### src/pkg/eiac_pkg.sv
package eiac_pkg;

	// Clock rates and the fractional step that turns the 250 MHz clock into 80 MHz core ticks.
	localparam int        CLK_HZ      = 250_000_000;
	localparam int        CORE_HZ     = 80_000_000;
	localparam logic [4:0] CORE_STEP  = 5'(CORE_HZ / 10_000_000);
	localparam logic [4:0] CORE_MOD   = 5'(CLK_HZ / 10_000_000);

	// Shortest start-to-stop separation the interval timer resolves, and its cycle count.
	localparam int MIN_SEP_NS  = 50;
	localparam int MIN_SEP_CYC = (MIN_SEP_NS * (CLK_HZ / 1_000_000) + 999) / 1000;

	// Seconds scaling: Q16.16 seconds = ticks * divisor * SEC_Q16_K / 2^32, K = 2^48 / 80e6.
	localparam logic [21:0] SEC_Q16_K = 22'h35afe5;

	// Register map; per-line and per-timebase registers sit in pages of sixteen words.
	localparam logic [15:0] ADDR_SYS_TICK = 16'hf050;
	localparam logic [15:0] ADDR_CAPTURE  = 16'h3100;
	localparam logic [3:0]  LINE_PAGE     = 4'h2;
	localparam logic [3:0]  TB_PAGE       = 4'h3;
	localparam logic [3:0]  F_SWITCH      = 4'h0;
	localparam logic [3:0]  F_CODE        = 4'h1;
	localparam logic [3:0]  F_TBSEL       = 4'h2;
	localparam logic [3:0]  F_POLARITY    = 4'h3;
	localparam logic [3:0]  F_RESULT      = 4'h4;
	localparam logic [3:0]  F_RESULT_SEC  = 4'h5;
	localparam logic [3:0]  F_RESULT_RC   = 4'h6;
	localparam logic [3:0]  F_TB_ENABLE   = 4'h0;
	localparam logic [3:0]  F_TB_DIVISOR  = 4'h1;
	localparam logic [3:0]  F_TB_WRAP     = 4'h2;

	// Feature codes and timebase select codes.
	localparam logic [7:0] FC_INTERVAL = 8'h06;
	localparam logic [7:0] FC_TALLY    = 8'h07;
	localparam logic [7:0] FC_IRQ_CNT  = 8'h08;
	localparam logic [2:0] TB_ZERO     = 3'h0;
	localparam logic [2:0] TB_ONE      = 3'h1;
	localparam logic [2:0] TB_TWO      = 3'h2;
	localparam int         NUM_TB      = 3;

	// Lines that carry the four hardware edge tallies.
	localparam int TALLY_A_LINE = 4;
	localparam int TALLY_B_LINE = 5;
	localparam int TALLY_C_LINE = 6;
	localparam int TALLY_D_LINE = 7;

	// Reset values.
	localparam logic [8:0]  RST_DIVISOR = 9'h000;
	localparam logic [31:0] RST_WRAP    = 32'h0;

	typedef enum logic [1:0] {IV_OFF, IV_WAIT_START, IV_WAIT_STOP, IV_DONE} eiac_iv_t;

	// Divisor to shift amount; zero and any unlisted value act as a divisor of one.
	function automatic logic [3:0] divShift(input logic [8:0] d);
		unique case (d)
			9'h002: divShift = 4'h1;
			9'h004: divShift = 4'h2;
			9'h008: divShift = 4'h3;
			9'h010: divShift = 4'h4;
			9'h020: divShift = 4'h5;
			9'h040: divShift = 4'h6;
			9'h100: divShift = 4'h8;
			default: divShift = 4'h0;
		endcase
	endfunction

endpackage

### src/rtl/eiac_edge_sync.sv
`timescale 1ns/1ns
module eiac_edge_sync #(
	parameter int N = 8
) (
	input  wire logic         clk,
	input  wire logic         rst,
	input  wire logic [N-1:0] pins,
	output logic      [N-1:0] rise,
	output logic      [N-1:0] fall
);
	typedef struct packed {
		logic [N-1:0] meta;
		logic [N-1:0] stab;
		logic [N-1:0] last;
		logic [1:0]   warm;
	} eiac_sync_t;

	eiac_sync_t s;
	eiac_sync_t next_s;
	logic       primed;

	// Two flops resolve metastability; only the second one feeds the edge compare.
	always_comb begin
		next_s      = s;
		next_s.meta = pins;
		next_s.stab = s.meta;
		next_s.last = s.stab;
		next_s.warm = (s.warm == 2'h3) ? s.warm : s.warm + 2'h1;
	end

	always_ff @(posedge clk or posedge rst) begin
		if (rst) begin
			s <= '0;
		end else begin
			s <= next_s;
		end
	end

	// One physical edge gives one single-cycle pulse. Reset clears last, so a line that
	// idles high would look like a rise; edges stay masked until three clocks of history.
	assign primed = s.warm == 2'h3;
	assign rise   = (s.stab & ~s.last) & {N{primed}};
	assign fall   = (~s.stab & s.last) & {N{primed}};
endmodule

### src/rtl/eiac_timebase.sv
`timescale 1ns/1ns
module eiac_timebase
	import eiac_pkg::*;
(
	input  wire logic       clk,
	input  wire logic       rst,
	input  wire logic       coreTick,
	input  wire logic       enable,
	input  wire logic [8:0] divisor,
	output logic            tick
);
	typedef struct packed {
		logic [7:0] pre;
		logic       tick;
	} eiac_tb_t;

	eiac_tb_t   s;
	eiac_tb_t   next_s;
	logic [7:0] limit;

	// Count core ticks up to the divisor; a stopped timebase restarts from zero.
	always_comb begin
		limit       = 8'((9'h001 << divShift(divisor)) - 9'h001);
		next_s      = s;
		next_s.tick = 1'b0;
		if (!enable) begin
			next_s.pre = 8'h00;
		end else if (coreTick) begin
			if (s.pre >= limit) begin
				next_s.pre  = 8'h00;
				next_s.tick = 1'b1;
			end else begin
				next_s.pre = s.pre + 8'h01;
			end
		end
	end

	always_ff @(posedge clk or posedge rst) begin
		if (rst) begin
			s <= '0;
		end else begin
			s <= next_s;
		end
	end

	assign tick = s.tick;
endmodule

### src/rtl/eiac_top.sv
`timescale 1ns/1ns
// Contract
// - Timebase select codes 000, 001, 010.
// - Polarity 0 falling, 1 rising edge.
// - Start edge, then stop edge, store ticks.
// - Result reads zero until pair seen.
// - Both interval lines read one value.
// - Seconds result scales ticks by frequency.
// - Read-clear returns value, zeroes, rearms.
// - One capture, then wait for rearm.
// - Resolve separations down to 50 ns.
// - Four tallies count rising edges, code 7.
// - Tallies A, B, D blocked when shared.
// - Read-clear returns count then zeroes it.
// - Stream reads low half, capture high.
// - Code 8 counts rising edges too.
// - Free-running 32-bit tick at 40 MHz.
// - Feature switch 0 off, 1 on.
// - Configuration frozen while feature is on.
// - Tick rate is core over divisor; a divisor of 128 ticks at the core rate.
// - Wrap value zero gives full range.
module eiac_top
	import eiac_pkg::*;
#(
	parameter int NL = 8
) (
	input  wire logic          clk,
	input  wire logic          rst,
	input  wire logic [NL-1:0] linePins,
	input  wire logic          streamActive,
	input  wire logic [15:0]   regAddr,
	input  wire logic          regRead,
	input  wire logic          regWrite,
	input  wire logic [31:0]   regWdata,
	output logic      [31:0]   regRdata,
	output logic               regRvalid
);
	typedef struct packed {
		logic [NL-1:0]              lineOn;
		logic [NL-1:0][7:0]         code;
		logic [NL-1:0][2:0]         tbSel;
		logic [NL-1:0]              pol;
		logic [NL-1:0][31:0]        count;
		logic [NUM_TB-1:0]          tbOn;
		logic [NUM_TB-1:0][8:0]     tbDiv;
		logic [NUM_TB-1:0][31:0]    tbWrap;
		eiac_iv_t                   iv;
		logic                       ivFirst;
		logic [31:0]                ivTicks;
		logic [31:0]                ivResult;
		logic [4:0]                 coreAcc;
		logic                       coreHalf;
		logic [31:0]                sysTick;
		logic [15:0]                capture;
		logic [31:0]                rdata;
		logic                       rvalid;
	} eiac_state_t;

	eiac_state_t        s;
	eiac_state_t        next_s;
	logic [NL-1:0]      rise;
	logic [NL-1:0]      fall;
	logic [NUM_TB-1:0]  tbTick;
	logic               coreTick;
	logic               linePage;
	logic               tbPage;
	int                 ix;
	logic [3:0]         field;
	logic               ivReady;
	logic               startEdge;
	logic               stopEdge;
	logic [2:0]         ivSel;
	logic               ivTick;
	logic [31:0]        ivNext;
	logic [31:0]        ivCapture;
	logic               rcIv;
	logic [NL-1:0]      lineInc;
	logic [NL-1:0]      lineClr;
	logic [31:0]        rdValue;
	logic [31:0]        secValue;
	logic [39:0]        secTicks;
	logic [63:0]        secProd;
	logic               resultRead;

	// Line inputs are synchronised and reduced to edge pulses.
	eiac_edge_sync #(
		.N(NL)
	) eiac_edge_sync_i (
		.clk (clk),
		.rst (rst),
		.pins(linePins),
		.rise(rise),
		.fall(fall)
	);

	// Three timebases, each a divided copy of the core tick.
	genvar g;
	generate
		for (g = 0; g < NUM_TB; g++) begin : g_tb
			eiac_timebase eiac_timebase_i (
				.clk     (clk),
				.rst     (rst),
				.coreTick(coreTick),
				.enable  (s.tbOn[g]),
				.divisor (s.tbDiv[g]),
				.tick    (tbTick[g])
			);
		end
	endgenerate

	// The fractional accumulator fires 8 times in 25 clocks, an 80 MHz average.
	assign coreTick = s.coreAcc >= 5'(CORE_MOD - CORE_STEP);

	// Address decode shared by reads and writes.
	assign linePage = regAddr[15:12] == LINE_PAGE && int'(regAddr[11:4]) < NL;
	assign tbPage   = regAddr[15:12] == TB_PAGE && int'(regAddr[11:4]) < NUM_TB;
	assign ix       = int'(regAddr[11:4]);
	assign field    = regAddr[3:0];

	// Interval timer steering; the line enabled first is the start line.
	assign ivReady   = NL >= 2 && s.lineOn[0] && s.lineOn[1]
	                   && s.code[0] == FC_INTERVAL && s.code[1] == FC_INTERVAL;
	assign startEdge = s.pol[s.ivFirst] ? rise[s.ivFirst] : fall[s.ivFirst];
	assign stopEdge  = s.pol[!s.ivFirst] ? rise[!s.ivFirst] : fall[!s.ivFirst];
	assign ivSel     = s.tbSel[s.ivFirst];
	assign ivTick    = (ivSel == TB_ZERO || ivSel == TB_ONE || ivSel == TB_TWO)
	                   && tbTick[ivSel[1:0]];
	// A nonzero wrap value shortens the range; zero lets the count run the full 32 bits.
	assign ivNext    = (s.tbWrap[ivSel[1:0]] != 32'h0
	                   && s.ivTicks + 32'h1 >= s.tbWrap[ivSel[1:0]]) ? 32'h0
	                   : s.ivTicks + 32'h1;
	assign ivCapture = ivTick ? ivNext : s.ivTicks;
	assign rcIv      = regRead && linePage && field == F_RESULT_RC && ix < 2
	                   && s.code[ix] == FC_INTERVAL;
	assign resultRead = linePage && (field == F_RESULT || field == F_RESULT_RC);

	// Seconds in Q16.16: scale ticks up by the divisor, then by the reciprocal of 80 MHz.
	assign secTicks = 40'(s.ivResult) << divShift(s.tbDiv[ivSel[1:0]]);
	assign secProd  = 64'(secTicks) * 64'(SEC_Q16_K);
	assign secValue = secProd[63:32];

	// Per-line counting and clearing; a read-clear keeps an edge from the same cycle.
	always_comb begin
		for (int l = 0; l < NL; l++) begin
			lineInc[l] = s.lineOn[l] && rise[l]
			             && ((s.code[l] == FC_TALLY
			                  && ((l == TALLY_A_LINE && !s.tbOn[0] && !s.tbOn[1])
			                   || (l == TALLY_B_LINE && !s.tbOn[0] && !s.tbOn[2])
			                   || l == TALLY_C_LINE
			                   || (l == TALLY_D_LINE && !streamActive)))
			              || s.code[l] == FC_IRQ_CNT);
			lineClr[l] = (regRead && linePage && ix == l && field == F_RESULT_RC)
			             || (regWrite && linePage && ix == l && field == F_SWITCH
			                 && regWdata[0] && !s.lineOn[l]);
		end
	end

	// Read multiplexer; unmapped addresses and reserved bits read as zero.
	always_comb begin
		rdValue = 32'h0;
		if (regAddr == ADDR_SYS_TICK) begin
			rdValue = s.sysTick;
		end else if (regAddr == ADDR_CAPTURE) begin
			rdValue = {16'h0, s.capture};
		end else if (linePage) begin
			unique case (field)
				F_SWITCH:   rdValue = {31'h0, s.lineOn[ix]};
				F_CODE:     rdValue = {24'h0, s.code[ix]};
				F_TBSEL:    rdValue = {29'h0, s.tbSel[ix]};
				F_POLARITY: rdValue = {31'h0, s.pol[ix]};
				F_RESULT, F_RESULT_RC:
					rdValue = (ix < 2 && s.code[ix] == FC_INTERVAL) ? s.ivResult
					          : (s.code[ix] == FC_TALLY || s.code[ix] == FC_IRQ_CNT)
					          ? s.count[ix] : 32'h0;
				F_RESULT_SEC:
					rdValue = (ix < 2 && s.code[ix] == FC_INTERVAL) ? secValue : 32'h0;
				default: rdValue = 32'h0;
			endcase
		end else if (tbPage) begin
			unique case (field)
				F_TB_ENABLE:  rdValue = {31'h0, s.tbOn[ix]};
				F_TB_DIVISOR: rdValue = {23'h0, s.tbDiv[ix]};
				F_TB_WRAP:    rdValue = s.tbWrap[ix];
				default:      rdValue = 32'h0;
			endcase
		end
	end

	// Next-state logic for the whole block.
	always_comb begin
		next_s        = s;
		next_s.rvalid = 1'b0;
		// Core tick and the half-rate system tick.
		next_s.coreAcc = coreTick ? 5'(s.coreAcc + CORE_STEP - CORE_MOD)
		                          : 5'(s.coreAcc + CORE_STEP);
		if (coreTick) begin
			next_s.coreHalf = ~s.coreHalf;
			if (s.coreHalf) begin
				next_s.sysTick = s.sysTick + 32'h1;
			end
		end
		// Line register writes; the feature settings only move while the switch is off.
		if (regWrite && linePage) begin
			unique case (field)
				F_SWITCH: begin
					next_s.lineOn[ix] = regWdata[0];
					if (regWdata[0] && ix < 2 && !s.lineOn[1 - ix]) begin
						next_s.ivFirst = ix[0];
					end
				end
				F_CODE: begin
					if (!s.lineOn[ix]) begin
						next_s.code[ix] = regWdata[7:0];
					end
				end
				F_TBSEL: begin
					if (!s.lineOn[ix]) begin
						next_s.tbSel[ix] = regWdata[2:0];
					end
				end
				F_POLARITY: begin
					if (!s.lineOn[ix]) begin
						next_s.pol[ix] = regWdata[0];
					end
				end
				default: ;
			endcase
		end
		// Timebase register writes.
		if (regWrite && tbPage) begin
			unique case (field)
				F_TB_ENABLE:  next_s.tbOn[ix]   = regWdata[0];
				F_TB_DIVISOR: next_s.tbDiv[ix]  = regWdata[8:0];
				F_TB_WRAP:    next_s.tbWrap[ix] = regWdata;
				default: ;
			endcase
		end
		// Edge tallies: a clear that meets an edge leaves a count of one.
		for (int l = 0; l < NL; l++) begin
			if (lineClr[l]) begin
				next_s.count[l] = {31'h0, lineInc[l]};
			end else if (lineInc[l]) begin
				next_s.count[l] = s.count[l] + 32'h1;
			end
		end
		// One-shot interval; stop is watched from the cycle after start, so the floor is one clock.
		unique case (s.iv)
			IV_OFF: begin
				if (ivReady) begin
					next_s.iv       = IV_WAIT_START;
					next_s.ivTicks  = 32'h0;
					next_s.ivResult = 32'h0;
				end
			end
			IV_WAIT_START: begin
				if (startEdge) begin
					next_s.iv      = IV_WAIT_STOP;
					next_s.ivTicks = 32'h0;
				end
			end
			IV_WAIT_STOP: begin
				if (ivTick) begin
					next_s.ivTicks = ivNext;
				end
				if (stopEdge) begin
					next_s.iv       = IV_DONE;
					next_s.ivResult = ivCapture;
				end
			end
			IV_DONE: begin
				if (rcIv) begin
					next_s.iv       = IV_WAIT_START;
					next_s.ivResult = 32'h0;
				end
			end
		endcase
		if (!ivReady) begin
			next_s.iv = IV_OFF;
		end
		// Read answer; during streaming integer results return their low half only.
		if (regRead) begin
			next_s.rvalid = 1'b1;
			next_s.rdata  = rdValue;
			if (streamActive && resultRead) begin
				next_s.rdata   = {16'h0, rdValue[15:0]};
				next_s.capture = rdValue[31:16];
			end
		end
	end

	always_ff @(posedge clk or posedge rst) begin
		if (rst) begin
			s        <= '0;
			s.iv     <= IV_OFF;
			s.tbDiv  <= {NUM_TB{RST_DIVISOR}};
			s.tbWrap <= {NUM_TB{RST_WRAP}};
		end else begin
			s <= next_s;
		end
	end

	assign regRdata  = s.rdata;
	assign regRvalid = s.rvalid;
endmodule

### config.mk
export PLATFORM = sky130hd
export DESIGN_NAME = eiac_top
export DESIGN_NICKNAME = d
export VERILOG_FILES = /design/src/pkg/eiac_pkg.sv /design/src/rtl/eiac_edge_sync.sv /design/src/rtl/eiac_timebase.sv /design/src/rtl/eiac_top.sv
export SDC_FILE = /design/constraint.sdc
export NUM_CORES = 2
export LEC_CHECK = 0
export BUFFER_PORTS_ARGS = -buffer_cell sky130_fd_sc_hd__buf_2
export CAP_MARGIN = 20
export CORE_MARGIN = 1.5
export CORE_UTILIZATION = 60
export DETAILED_ROUTE_END_ITERATION = 8
export HOLD_SLACK_MARGIN = 0.05
export PLACE_DENSITY = 0.77
export REMOVE_ABC_BUFFERS = 1
export SLEW_MARGIN = 40
export SYNTH_ARGS = -nofsm -noshare
export SYNTH_HDL_FRONTEND = slang
export SYNTH_SLANG_ARGS = --single-unit
### constraint.sdc
create_clock -name clk -period 51.1 [get_ports clk]
set_input_delay 7.665 -clock clk [delete_from_list [all_inputs] [get_ports clk]]
set_output_delay 7.665 -clock clk [all_outputs]
set_load 0.1 [all_outputs]
==> results.cfg <==
[routing]
drcViolationCount = 0
drtIter0Drc = 4749
avgRoutedWirePerCell_um = 24.6
vias_per_cell = 6.36
drt-total-wl_um = 175000
final_antenna_net_count = 0
num_vias = 45309
drtPass1Iterations = 9

[logic_synthesis]
syn_area_per_cell_um2 = 9.92
synthCells = 5832
ys_warn_count = 0
seq_area_frac_synth_pct = 30.0
synth_most_common_cell = dfrtp_1
yosysTopAreaCell = dfrtp_1
ys_types = 91
async_flop_share_pct = 100
synth_commonest_cells = 693 x dfrtp_1, 686 x inv_1, 476 x nor2_1
synth.area.top_cells = dfrtp_1 30%, fa_1 16%, ha_1 7.1%
synth_top_area_share_pct = 30.0
synth-edff-count = 0
yosys_register_bits = 693
synthesis.area_um2 = 57800
ys.flop_type = dfrtp_1

[critical_path]
endpoint_kind = flop
critPathSlowestCell = mux2_2
cp_max_fo = 59
critPathKind = flop to flop
cp.required_ns = 51.67
critPathArrivalTime_ns = 12.80
critPathMostFrequentCell = fa_1
critPathLaunchType = flop
slowest_delay_ns = 0.79

[clocking]
cts_resized = 0
insertion_delay_ns = 0.66
cts_tree = yes
cts_num_sinks = 693
cts-root-buf = clkbuf_16
path_clk_slew_ns = 0.07
post_cts_buffers = 0
cts_hold_buf = 0
htree_levels = 3
cts_inserted_buffers = 74
cts.path.max_buffers = 3

[layout]
nFillCells = 7552
multi_input_area_um2 = 36800
drive_gt1_share_pct = 12.3
post-route-util_pct = 64.9
nets = 6656
fin_cells = 7121
final_area_um2 = 61900
areaGrowthSynthToFinish_pct = 6.99
seq_area_um2 = 17300

[die]
die_x_um = 313
initial_core_util_pct = 60.7
coreArea_um2 = 95300
core.rowCount = 113
die_h_um = 313
fp.dieArea_um2 = 98300
io_pins = 94

[min_path]
hold_path.class = flop to flop

[run_status]
outcome = completed

[timing]
max-slew-margin-rel_pct = 34.2
timing.final.crit_share_pct = 23.9
finalHoldViolations = 0
drv_slew = 0
post-route-min-period_ns = 12.23
worst_pin_slew_ns = 0.977
fin_skew_ns = 0.0330
rsz0062_at_grt = no
maxClockFrequency_ghz = 0.0817
finalSetupTns_ns = 0
setup_viol = 0

[run]
max-cap-violations = 0

[global_route]
antenna_found_initial = 11
grt_start_max_net_pins = 123
grt_pass1_vias = 45533
overflow = 0
grt_pass1_wl_um = 273000
grt.total_usage_pct = 36.4

[power]
power_mw = 1.16
leakage_nw = 29.0
power_density_nw_per_um2 = 18.8
ir_worst_vdd_mv = 0.0320

[placement]
placed_cells = 6987
gp_congestion = 1.04
numPortBuffers = 93
place_area_um2 = 59300
dpl.hpwl_um = 139000
[power breakdown]
group	internal (mW)	switching, mW	total, mW	leakage (nW)
clock	0.324	0.237	0.561	1.22
sequential	0.550	0.00226	0.553	8.45
combinational	0.0112	0.0389	0.0501	19.3
total	0.885	0.278	1.16	29.0
[per-stage QoR]
| step | hold WS (ns) | setup slack [ns] |
|---|---|---|
| finish | 0.345 | 38.87 |
| global route | 0.360 | 38.43 |
| CTS | 0.348 | 39.02 |
| detailed placement | 0.337 | 38.38 |
| global placement | 0.333 | 38.46 |
| floorplan | 0.331 | 24.00 |
[flip-flops by register name, summed over array words and instances (netlist names)]
register / count
eiac_edge_sync_i.s: 10
regRvalid: 1
s: 607
regRdata: 32
g_tb.eiac_timebase_i.s: 24
g_tb.eiac_timebase_i.tick: 3
eiac_edge_sync_i.next_s: 16
[metal layers]
layer / wire length [µm] / part of all wire, % / vias to the layer above / track usage, %
li1: - / - / 19786 / -
met1: 70500 / 40 / 22915 / 50.2
met2: 79600 / 45 / 2150 / 56.0
met3: 16900 / 9.6 / 450 / 7.77
met4: 8380 / 4.8 / 8 / 15.3
met5: 52 / 0.030 / - / 0
[cells by family (layout without fill, tap and decap cells)]
| family | after synthesis | after routing | synth area share, % |
|---|---|---|---|
| AOI/OAI and AO/OA | 868 | 868 | 9.47 |
| other | 0 | 2 | 0 |
| xor gates and xnor gates | 333 | 333 | 5.04 |
| adders and majority gates | 797 | 797 | 23.4 |
| DFF | 693 | 693 | 30.0 |
| muxes | 545 | 545 | 12.0 |
| and+or+nand+nor | 1639 | 1639 | 13.6 |
| buffers and inverters | 957 | 979 | 6.57 |
[worst max-delay path: cells and delay by family, from the launching register on]
kind,cells,cell delay (ns)
AOI/OAI and AO/OA,8,2.85
buffers and inverters,6,0.92
DFF,1,0.62
and+or+nand+nor,7,1.80
muxes,4,1.92
adders and majority gates,8,3.98
[layout by cell type (no fill, tap or decap), types with 25 or more instances in the layout]
master and count:
nand3_1 161, a21oi_1 230, or3_1 53, and3_1 80, inv_1 684, a22o_1 29, nor3_1 82, a21o_1 64
nand4_1 86, nand2_1 457, a211oi_1 25, clkbuf_16 75, and2_1 33, buf_4 59, nor2_1 474, o21ai_0 252
mux2_2 267, xor2_1 184, fa_1 471, mux4_2 89, xnor2_1 149, mux2i_1 184, buf_2 91, nand2b_1 36
nor4_1 27, ha_1 326, a22oi_1 34, dfrtp_1 693
[layout make-up]
cell class,instances,share of cell area (%)
diodes,2,0.00809
clock buffers,104,3.45
clock inverters,28,0.576
inverters,688,4.20
multi-input cells,4182,59.6
flip-flops and latches,693,28.0
well taps,1265,2.56
repair buffers,159,1.62
[worst paths after layout]
kind                       cells after the start  slack (ns)                         from                          end
min in group asynchronous                      2        7.05                          rst  eiac_edge_sync_i.next_s[15]
hold / removal                                 0        0.34  eiac_edge_sync_i.next_s[10]   eiac_edge_sync_i.next_s[2]
setup / recovery                              33       38.87                       s[151]                        s[44]
hold reg to reg                                0        0.34  eiac_edge_sync_i.next_s[10]   eiac_edge_sync_i.next_s[2]
max in group asynchronous                      5       41.51                          rst                       s[127]
setup reg to reg                              33       38.87                       s[151]                        s[44]
Note: power is estimated with default switching activity, not from simulation.
